### src/afo_pkg.sv
// Package for the converter mode register bank: map, fields, types
package afo_pkg;

   // Register addresses within each group copy
   localparam logic [6:0] ADDR_SOFT_RESET = 7'h00;
   localparam logic [6:0] ADDR_FORMAT = 7'h01;
   localparam logic [6:0] ADDR_OUT_MODE = 7'h02;
   localparam logic [7:0] MODE_RESET_VAL = 8'h00;
   localparam logic [7:0] READ_UNMAPPED = 8'h00;

   // Format and power-down fields
   localparam int FMT_DCS_BIT = 7;
   localparam int FMT_SCRAMBLE_BIT = 6;
   localparam int FMT_SIGNED_BIT = 5;
   localparam int FMT_SLEEP_BIT = 4;
   localparam int FMT_NAP_MSB = 3;
   localparam int FMT_NAP_LSB = 0;

   // Output mode fields
   localparam int OM_CUR_MSB = 7;
   localparam int OM_CUR_LSB = 5;
   localparam int OM_TERM_BIT = 4;
   localparam int OM_OFF_BIT = 3;
   localparam int OM_LANE_MSB = 2;
   localparam int OM_LANE_LSB = 0;

   // Serial framing: read flag in command byte, reset request bit
   localparam int CMD_READ_BIT = 7;
   localparam int SOFT_RESET_BIT = 7;
   localparam logic [2:0] BIT_LAST = 3'h7;

   // Group copy indices and zero-based channel numbers per nap bit
   localparam int GRP_A = 0;
   localparam int GRP_B = 1;
   localparam int GRP_A_CH [0:3] = '{0, 3, 4, 7};
   localparam int GRP_B_CH [0:3] = '{1, 2, 5, 6};

   // Idle level of the synchronised pins: selects high
   localparam logic [3:0] PINS_IDLE = 4'h3;

   typedef enum logic [1:0] {AFO_IDLE, AFO_CMD, AFO_DATA, AFO_DONE} afo_phase_t;

   typedef struct packed {
      logic sck;
      logic sdi;
      logic sel_a_n;
      logic sel_b_n;
   } afo_pins_t;

   typedef struct packed {
      logic duty_stabilizer_disable;
      logic output_scramble_enable;
      logic signed_format_select;
      logic sleep;
      logic [3:0] nap;
      logic [2:0] driver_current_select;
      logic [8:0] driver_current_ca;
      logic internal_termination_enable;
      logic output_disable;
      logic [2:0] lane_mode_select;
   } afo_grp_mode_t;

   typedef struct packed {
      afo_pins_t s1;
      afo_pins_t s2;
      afo_pins_t s3;
      afo_pins_t filt;
      afo_phase_t phase;
      logic [2:0] cnt;
      logic [7:0] cmd;
      logic [7:0] data;
      logic [7:0] tx;
      logic [1:0] sel;
      logic [1:0][7:0] fmt_reg;
      logic [1:0][7:0] omode_reg;
      logic sdo;
      logic sdo_oe;
   } afo_state_t;

   // Driver current in hundredths of a milliamp; unused code keeps the default
   function automatic logic [8:0] afo_current_ca(input logic [2:0] code);
      case (code)
         3'h1: afo_current_ca = 9'h190;
         3'h2: afo_current_ca = 9'h1c2;
         3'h4: afo_current_ca = 9'h12c;
         3'h5: afo_current_ca = 9'h0fa;
         3'h6: afo_current_ca = 9'h0d2;
         3'h7: afo_current_ca = 9'h0af;
         default: afo_current_ca = 9'h15e;
      endcase
   endfunction : afo_current_ca

endpackage : afo_pkg

### src/afo_mode_regs.sv
// Serial-programmed format, power-down and output mode registers, two group copies
//
// Contract
// - Address 01h with group B selected: format
// - Bit 7 turns duty stabilizer off
// - Bit 6 enables output scrambling
// - Nap bits 0-3 nap channels 2,3,6,7
// - Top power-down bit sleeps whole group
// - Any nap combination, each channel independent
// - Address 02h output mode field layout
// - Current field decodes to driver current
// - Each select owns its own register copy
// - Bit 5 selects two's complement format
// - Software reset clears mode registers to 00h
`timescale 1ns/1ns
`default_nettype none
module afo_mode_regs
   import afo_pkg::*;
(
   input wire logic clk,
   input wire logic rst,
   input wire logic sck,
   input wire logic sdi,
   input wire logic group_a_select_n,
   input wire logic group_b_select_n,
   output logic sdo,
   output logic sdo_oe,
   output afo_grp_mode_t group_a_mode,
   output afo_grp_mode_t group_b_mode,
   output logic [7:0] channel_nap,
   output logic [7:0] channel_enable,
   output logic [1:0] out_drive_en
);

   afo_state_t st_reg;
   afo_state_t st_next;
   afo_pins_t filt_next;
   logic sck_rise;
   logic sck_fall;
   logic any_sel;
   logic commit;
   logic [6:0] commit_addr;
   logic [7:0] commit_byte;

   // Pin filter: a high level counts once stages two and three agree, a low level as soon as they differ
   assign filt_next = (st_reg.filt & ~(st_reg.s2 ^ st_reg.s3)) | (st_reg.s2 & ~(st_reg.s2 ^ st_reg.s3));
   assign sck_rise = filt_next.sck & ~st_reg.filt.sck;
   assign sck_fall = ~filt_next.sck & st_reg.filt.sck;
   assign any_sel = ~filt_next.sel_a_n | ~filt_next.sel_b_n;

   // Write lands on the last data rising edge, not on select release
   assign commit = any_sel && st_reg.phase == AFO_DATA && sck_rise && st_reg.cnt == BIT_LAST
      && !st_reg.cmd[CMD_READ_BIT];
   assign commit_addr = st_reg.cmd[6:0];
   assign commit_byte = {st_reg.data[6:0], filt_next.sdi};

   // Read mux; with both selects low group A answers
   function automatic logic [7:0] read_reg(input afo_state_t s, input logic [6:0] addr);
      int g;
      g = s.sel[GRP_A] ? GRP_A : GRP_B;
      case (addr)
         ADDR_FORMAT: read_reg = s.fmt_reg[g];
         ADDR_OUT_MODE: read_reg = s.omode_reg[g];
         default: read_reg = READ_UNMAPPED;
      endcase
   endfunction : read_reg

   // Serial engine and register updates
   always_comb begin
      st_next = st_reg;
      st_next.s1 = '{sck: sck, sdi: sdi, sel_a_n: group_a_select_n, sel_b_n: group_b_select_n};
      st_next.s2 = st_reg.s1;
      st_next.s3 = st_reg.s2;
      st_next.filt = filt_next;
      if (!any_sel) begin
         st_next.phase = AFO_IDLE;
         st_next.sdo_oe = 1'b0;
      end else begin
         unique case (st_reg.phase)
            AFO_IDLE: begin
               st_next.phase = AFO_CMD;
               st_next.cnt = '0;
               st_next.sel = {~filt_next.sel_b_n, ~filt_next.sel_a_n};
            end
            AFO_CMD: begin
               if (sck_rise) begin
                  st_next.cmd = {st_reg.cmd[6:0], filt_next.sdi};
                  st_next.cnt = st_reg.cnt + 3'h1;
                  if (st_reg.cnt == BIT_LAST) begin
                     st_next.phase = AFO_DATA;
                     if (st_next.cmd[CMD_READ_BIT]) begin
                        st_next.tx = read_reg(st_reg, st_next.cmd[6:0]);
                        st_next.sdo = st_next.tx[7];
                        st_next.sdo_oe = 1'b1;
                     end
                  end
               end
            end
            AFO_DATA: begin
               // First falling edge is skipped so bit 7 is held a full period
               if (sck_fall && st_reg.cnt != 3'h0) begin
                  st_next.tx = {st_reg.tx[6:0], 1'b0};
                  st_next.sdo = st_next.tx[7];
               end
               if (sck_rise) begin
                  st_next.data = commit_byte;
                  st_next.cnt = st_reg.cnt + 3'h1;
                  if (st_reg.cnt == BIT_LAST) begin
                     st_next.phase = AFO_DONE;
                  end
               end
            end
            AFO_DONE: begin
               // Extra clocks in the frame are ignored
               st_next.sdo_oe = 1'b0;
            end
         endcase
      end
      if (commit) begin
         for (int g = 0; g < 2; g++) begin
            if (st_reg.sel[g]) begin
               unique case (commit_addr)
                  ADDR_FORMAT: st_next.fmt_reg[g] = commit_byte;
                  ADDR_OUT_MODE: st_next.omode_reg[g] = commit_byte;
                  ADDR_SOFT_RESET: begin
                     if (commit_byte[SOFT_RESET_BIT]) begin
                        st_next.fmt_reg[g] = MODE_RESET_VAL;
                        st_next.omode_reg[g] = MODE_RESET_VAL;
                     end
                  end
                  default: ;
               endcase
            end
         end
      end
   end

   // State register; pins idle with selects released
   always_ff @(posedge clk) begin
      if (rst) begin
         st_reg <= '0;
         st_reg.s1 <= PINS_IDLE;
         st_reg.s2 <= PINS_IDLE;
         st_reg.s3 <= PINS_IDLE;
         st_reg.filt <= PINS_IDLE;
      end else begin
         st_reg <= st_next;
      end
   end

   // Field breakout per group copy
   function automatic afo_grp_mode_t unpack_mode(input logic [7:0] f, input logic [7:0] o);
      unpack_mode.duty_stabilizer_disable = f[FMT_DCS_BIT];
      unpack_mode.output_scramble_enable = f[FMT_SCRAMBLE_BIT];
      unpack_mode.signed_format_select = f[FMT_SIGNED_BIT];
      unpack_mode.sleep = f[FMT_SLEEP_BIT];
      unpack_mode.nap = f[FMT_NAP_MSB:FMT_NAP_LSB];
      unpack_mode.driver_current_select = o[OM_CUR_MSB:OM_CUR_LSB];
      unpack_mode.driver_current_ca = afo_current_ca(o[OM_CUR_MSB:OM_CUR_LSB]);
      unpack_mode.internal_termination_enable = o[OM_TERM_BIT];
      unpack_mode.output_disable = o[OM_OFF_BIT];
      unpack_mode.lane_mode_select = o[OM_LANE_MSB:OM_LANE_LSB];
   endfunction : unpack_mode

   assign group_a_mode = unpack_mode(st_reg.fmt_reg[GRP_A], st_reg.omode_reg[GRP_A]);
   assign group_b_mode = unpack_mode(st_reg.fmt_reg[GRP_B], st_reg.omode_reg[GRP_B]);
   assign sdo = st_reg.sdo;
   assign sdo_oe = st_reg.sdo_oe;
   assign out_drive_en = {~group_b_mode.output_disable, ~group_a_mode.output_disable};

   // Channel power states; sleep overrides the nap bits
   always_comb begin
      channel_nap = '0;
      channel_enable = '0;
      for (int i = 0; i < 4; i++) begin
         channel_nap[GRP_A_CH[i]] = group_a_mode.nap[i] & ~group_a_mode.sleep;
         channel_nap[GRP_B_CH[i]] = group_b_mode.nap[i] & ~group_b_mode.sleep;
         channel_enable[GRP_A_CH[i]] = ~(group_a_mode.nap[i] | group_a_mode.sleep);
         channel_enable[GRP_B_CH[i]] = ~(group_b_mode.nap[i] | group_b_mode.sleep);
      end
   end
endmodule : afo_mode_regs
`default_nettype wire

### config.mk
export PLATFORM = sky130hd
export DESIGN_NAME = afo_mode_regs
export DESIGN_NICKNAME = d
export VERILOG_FILES = /design/src/afo_pkg.sv /design/src/afo_mode_regs.sv
export SDC_FILE = /design/constraint.sdc
export NUM_CORES = 1
export LEC_CHECK = 0
export ABC_CLOCK_PERIOD_IN_PS = 3300
export BUFFER_PORTS_ARGS = -buffer_cell sky130_fd_sc_hd__buf_2
export CORE_MARGIN = 1
export CORE_UTILIZATION = 57
export CTS_CLUSTER_SIZE = 16
export DETAILED_ROUTE_END_ITERATION = 6
export PLACE_DENSITY = 0.81
export REMOVE_ABC_BUFFERS = 1
export SLEW_MARGIN = 20
export SYNTH_ARGS = -nofsm -noshare
export SYNTH_HDL_FRONTEND = slang
export SYNTH_SLANG_ARGS = --single-unit
### constraint.sdc
create_clock -name clk -period 3.3 [get_ports clk]
set_clock_uncertainty 0.1 [all_clocks]
set_input_delay 0.33 -clock clk [delete_from_list [all_inputs] [get_ports clk]]
set_output_delay 0.33 -clock clk [all_outputs]
set_load 0.01 [all_outputs]
==> results of run 1 <==
synthesized netlist by cell type, drive strengths merged (3+ instances only):
| library cell | number |
|---|---|
| and3 | 8 |
| a31oi | 3 |
| nor2 | 45 |
| clkbuf | 12 |
| nor2b | 17 |
| ha | 12 |
| xnor2 | 4 |
| a21oi | 11 |
| nor3 | 18 |
| mux2i | 61 |
| or3 | 3 |
| inv | 11 |
| nor3b | 4 |
| buf | 44 |
| dfxtp | 79 |
| nand2 | 19 |
| a22o | 6 |
| nand3 | 3 |
| or2 | 9 |
| nand2b | 36 |
| a211o | 6 |
| o21ai | 6 |
path summary, 6_finish.rpt:
kind,from,endpoint,slack [ns],cells after the start
setup / recovery,st_reg[63],group_b_mode[14],0.90,6
hold / removal,group_a_select_n,st_next[74],0.06,2
setup reg to reg,st_reg[63],group_b_mode[14],0.90,6
hold reg to reg,st_next[73],st_next[69],0.31,1
layout make-up:
type,instances,area (um^2)
tap,96,120.1
sequential,79,1582
clock buffer,11,131.4
fill,570,2430
clock inverter,5,82.58
timing repair buffer,77,390.4
inverter,11,41.29
multi-input combinational,299,2167
metal layers:
| metal | global-route usage (%) | up-vias | share of wire (%) |
|---|---|---|---|
| li1 | - | 1542 | - |
| met1 | 29.67 | 1496 | 46 |
| met2 | 37.71 | 79 | 48 |
| met3 | 5.278 | 18 | 3.9 |
| met4 | 11.48 | 0 | 2.5 |
| met5 | 0 | - | 0 |
logic make-up after synthesis:
group,count (synthesis),synth area share [%]
buffers and inverters,67,10.14
adder cells (fa/ha/maj),12,3.599
XOR/XNOR,6,1.260
AND/OR/NAND/NOR,172,23.13
multiplexers,63,15.18
AO/OA/AOI/OAI,46,8.788
flip-flops,79,37.91
power groups by stage:
| stage | Combinational (W) | Sequential, W | Clock, W |
|---|---|---|---|
| finish | 0.0000563 | 0.000963 | 0.000785 |
| global route | 0.0000626 | 0.000964 | 0.000834 |
| CTS | 0.0000567 | 0.000963 | 0.000794 |
| detailed placement | 0.0000561 | 0.000985 | 0 |
| global placement | 0.0000549 | 0.000985 | 0 |
| floorplan | 0.0000333 | 0.000986 | 0 |
through the flow:
| stage | cells | power, W | hold WS, ns | instance area, um^2 | utilization, % |
|---|---|---|---|---|---|
| after floorplan | 389 | 0.001020 | 0.2895 | 3790 | - |
| after CTS | 578 | 0.001814 | 0.05076 | 4514 | 65.01 |
| after detailed placement | 562 | 0.001041 | 0.2958 | 4300 | 61.93 |
| after global placement | 562 | 0.001040 | 0.2910 | 4300 | 61.93 |
| final | 578 | 0.001804 | 0.06427 | 4514 | 65.01 |
| after global routing | 578 | 0.001861 | 0.06346 | 4514 | 65.01 |
==> impl_metrics.json, run 1 <==
{
  "dp_slack_ns": 0.9606,
  "crit_arrival_ns": 2.58,
  "first_global_vias": 2908,
  "p_per_area_mw_per_mm2": 399.7,
  "cts_buffer_depth": 2,
  "htreeDepth": 3,
  "sequentialPowerShare_pct": 53.4,
  "leakage_nw": 1.904,
  "async_flop_share_pct": 0,
  "cp_max_fo": 16,
  "fp.coreArea_mm2": 0.006944,
  "synth-edff-count": 0,
  "path_buf_inv": 1,
  "ys_ff_latch": 79,
  "cts.sinks": 79,
  "final_common_cell": "dfxtp_1",
  "grt_max_degree": 54,
  "routed_wl_mm": 8.462,
  "synth_top_flop_cell": "dfxtp_1",
  "n_antenna_cell": 0,
  "cp.required_ns": 3.48,
  "worst_path_max_delay_cell": "ha_1",
  "critPathLaunchType": "flop",
  "fmax_ghz": 0.4173,
  "dieArea_mm2": 0.007664,
  "path_cells": "inv_1 -> ha_1 -> nand3b_1 -> nor2_1 -> and3_1 -> mux2i_1",
  "comb_power_share_pct": 3.1,
  "overflow": 0,
  "drt-initial-drc-count": 211,
  "hold_violations": 0,
  "clockRootBuffer": "clkbuf_8",
  "cts_buffers": 9,
  "gp_congestion": 0.8475,
  "synth_area_leaders": "dfxtp_1 (38%), mux2i_1 (15%), buf_4 (6.1%), nand2b_1 (5.4%), nor2_1 (4.0%)",
  "port_buffers": 75,
  "intPower_w": 0.001411,
  "syn_inst": 445,
  "ios": 76,
  "viasPerCell": 5.424,
  "antenna_found_initial": 0,
  "cp_slowest_stage_delay_ns": 0.58,
  "cts_tree": "built",
  "grt_pass1_wl_mm": 13.77,
  "die_x_um": 87.55,
  "relSlewSlack_pct": 45.63,
  "first_pass_iters": 4,
  "holdBufCountCts": 0,
  "largest_reg_flops": 23,
  "fin_crit_sh_pct": 72.61,
  "yosysWarnings": 0,
  "final_max_slew_viol_count": 0,
  "syn_area_per_cell_um2": 9.374,
  "drc": 0,
  "drive_above_1_share_pct": 24.48,
  "clkPwrFrac_pct": 43.5,
  "postRouteAntennaNets": 0,
  "switching_power_w": 0.0003936,
  "cp-end-kind": "flop",
  "cts_resized": 0,
  "rsz0062_at_grt": "no",
  "min_period_ns": 2.396,
  "final_cell_mix": "dfxtp_1 (79), buf_2 (75), mux2i_1 (61), nor2_1 (45), nand2b_1 (36)",
  "dr_total_vias": 3135,
  "hp-class": "in2reg",
  "insertion_delay_ns": 0.36,
  "ys_types": 53,
  "fp.dieH_um": 87.55,
  "synth-seq-area-share_pct": 37.91,
  "cap_violations": 0,
  "rows": 30,
  "post_drt_wl_per_cell_um": 14.64,
  "timing.setup.tns_ns": 0,
  "crit_type": "reg2reg",
  "p_sw_share_pct": 21.82,
  "dp_hpwl_mm": 6.031,
  "synthesis.area_mm2": 0.004172,
  "areaGrowthSynthToFinish_pct": 8.218,
  "ir_drop_mv": 0.2587,
  "yosys.area.top_type": "dfxtp_1",
  "initial_utilization_pct": 60.07,
  "grt_usage_pct": 23.39,
  "setup_viol": 0,
  "setup_slack_ns": 0.9038,
  "status": "finished clean",
  "path_delay_family": "simple AND/OR/NAND/NOR gates",
  "synth_top_cell_area_share_pct": 37.91,
  "layout.nets": 495,
  "tightest_slew_ns": 0.8156,
  "cts_setup_buffers": 0,
  "clk_pin_slew_ns": 0.08
}
Power figures use the tool's default switching activity.
==> run 2: changes to the inputs <==
Settings changed: ABC_CLOCK_PERIOD_IN_PS 3300 to 2100, CORE_UTILIZATION 57 to 50, PLACE_DENSITY 0.81 to 0.76.
Clock period 3.3 ns to 2.1 ns, I/O delays scaled along.
==> impl_metrics.json, run 2 (same netlist as run 1, synthesis figures left out) <==
{
  "first_global_vias": 2901,
  "tightest_slew_ns": 0.4929,
  "final_cells": 597,
  "dp_cells": 578,
  "post_drt_wl_per_cell_um": 14.43,
  "grt_usage_pct": 20.37,
  "first_pass_iters": 4,
  "postRouteAntennaNets": 0,
  "cp_max_fo": 11,
  "insertion_delay_ns": 0.34,
  "clk_pin_slew_ns": 0.07,
  "dp_hpwl_mm": 6.384,
  "cts_tree": "built",
  "port_buffers": 75,
  "antenna_found_initial": 0,
  "leakage_nw": 1.986,
  "rows": 32,
  "drc": 0,
  "relSlewSlack_pct": 67.03,
  "p_total_w": 0.002724,
  "grt_pass1_wl_mm": 13.77,
  "setup_viol": 0,
  "cp-end-kind": "flop",
  "dp_slack_ns": 0.1234,
  "fin_crit_sh_pct": 91.95,
  "final_max_slew_viol_count": 0,
  "cts_buffers": 9,
  "largest_reg_flops": 23,
  "ios": 76,
  "initial_utilization_pct": 52.89,
  "hold_violations": 0,
  "die_x_um": 93.34,
  "status": "finished clean",
  "fill_cells": 683,
  "critPathLaunchType": "flop",
  "rsz0062_at_grt": "no",
  "n_antenna_cell": 0,
  "crit_arrival_ns": 2.12,
  "overflow": 0,
  "dr_total_vias": 3118,
  "hold_ws_ns": 0.1765,
  "routed_wl_mm": 8.616,
  "fmax_ghz": 0.5179,
  "final_cell_mix": "dfxtp_1 (78), buf_2 (75), mux2i_1 (61), nor2_1 (45), nand2b_1 (36)",
  "crit_type": "reg2reg",
  "hp-class": "in2reg",
  "drt-initial-drc-count": 134,
  "final_common_cell": "dfxtp_1",
  "cap_violations": 0,
  "timing.setup.tns_ns": 0,
  "cts_buffer_depth": 2,
  "cts_setup_buffers": 0,
  "cts.sinks": 79,
  "viasPerCell": 5.223,
  "p_per_area_mw_per_mm2": 583.5,
  "htreeDepth": 3,
  "setup_slack_ns": 0.1691,
  "layout.nets": 509,
  "areaGrowthSynthToFinish_pct": 11.91,
  "drive_above_1_share_pct": 26.46,
  "ir_drop_mv": 0.3157,
  "fp.dieH_um": 93.34,
  "fp.coreArea_mm2": 0.007888,
  "min_period_ns": 1.931,
  "cp.required_ns": 2.29,
  "gp_congestion": 0.8815,
  "grt_max_degree": 39,
  "dieArea_mm2": 0.008712,
  "clockRootBuffer": "clkbuf_8"
}
run 2: cell count changes in the layout (fill, tap and decap cells not counted), moves of 2 or more:
cell / delta
buf_4: +7
dlygate4sd3_1: +4
buf_12: +3
clkbuf_8: +2
clkinvlp_4: -2
run 2: worst paths after layout:
| kind | startpoint | to | slack, ns | depth (start not counted) |
|---|---|---|---|---|
| worst min-delay path | rst | st_reg[67] | 0.18 | 2 |
| worst max-delay path | st_reg[63] | st_reg[37] | 0.17 | 7 |
| worst max register to register | st_reg[63] | st_reg[37] | 0.17 | 7 |
| worst min register to register | st_next[74] | st_next[70] | 0.31 | 1 |
run 2: repair_timing:
item | 4_1_cts | 5_1_grt
endpoints found under the setup margin | 0 | 6
hold buffers | 4 | 0
endpoints found under the hold margin | 4 | 0
resized for setup | 0 | 3
run 2: cell type report:
cell class	count	area, um^2	area share (%)
Sequential cell	79	1583	33.91
Multi-Input combinational cell	299	2176	46.61
Timing Repair Buffer	91	543.0	11.63
Clock inverter	3	42.54	0.9113
Inverter	11	41.29	0.8845
Tap cell	102	127.6	2.734
Clock buffer	12	155.1	3.324
run 2: where the power goes:
group	leakage, nW	internal (W)	switching [W]
Combinational	1.25	0.0000464	0.0000524
Clock	0.0985	0.000606	0.000505
Sequential	0.639	0.00151	0.00000510
Total	1.99	0.00216	0.000563
run 2: stage by stage:
step           instance area (um^2)  utilization [%]
6_report                       4668            59.18
3_5_place_dp                   4420            56.04
3_3_place_gp                   4420            56.04
4_1_cts                        4658            59.06
2_1_floorplan                  3790                -
5_1_grt                        4668            59.18
run 2: metal layers:
layer | vias to the layer above | GRT usage (%) | wire length, um
li1 | 1566 | - | -
met1 | 1480 | 24.63 | 3827
met2 | 64 | 35.54 | 4324
met3 | 8 | 3.415 | 364
met4 | 0 | 8.718 | 99
met5 | - | 0 | 0
run 2: critical path, cell delays in order (launching register included):
cell and delay (ns):
dfxtp_2 0.37, inv_1 0.08, ha_2 0.27, nor4b_1 0.32
nand2_1 0.23, nor3_1 0.26, a211o_1 0.13, a22o_1 0.11
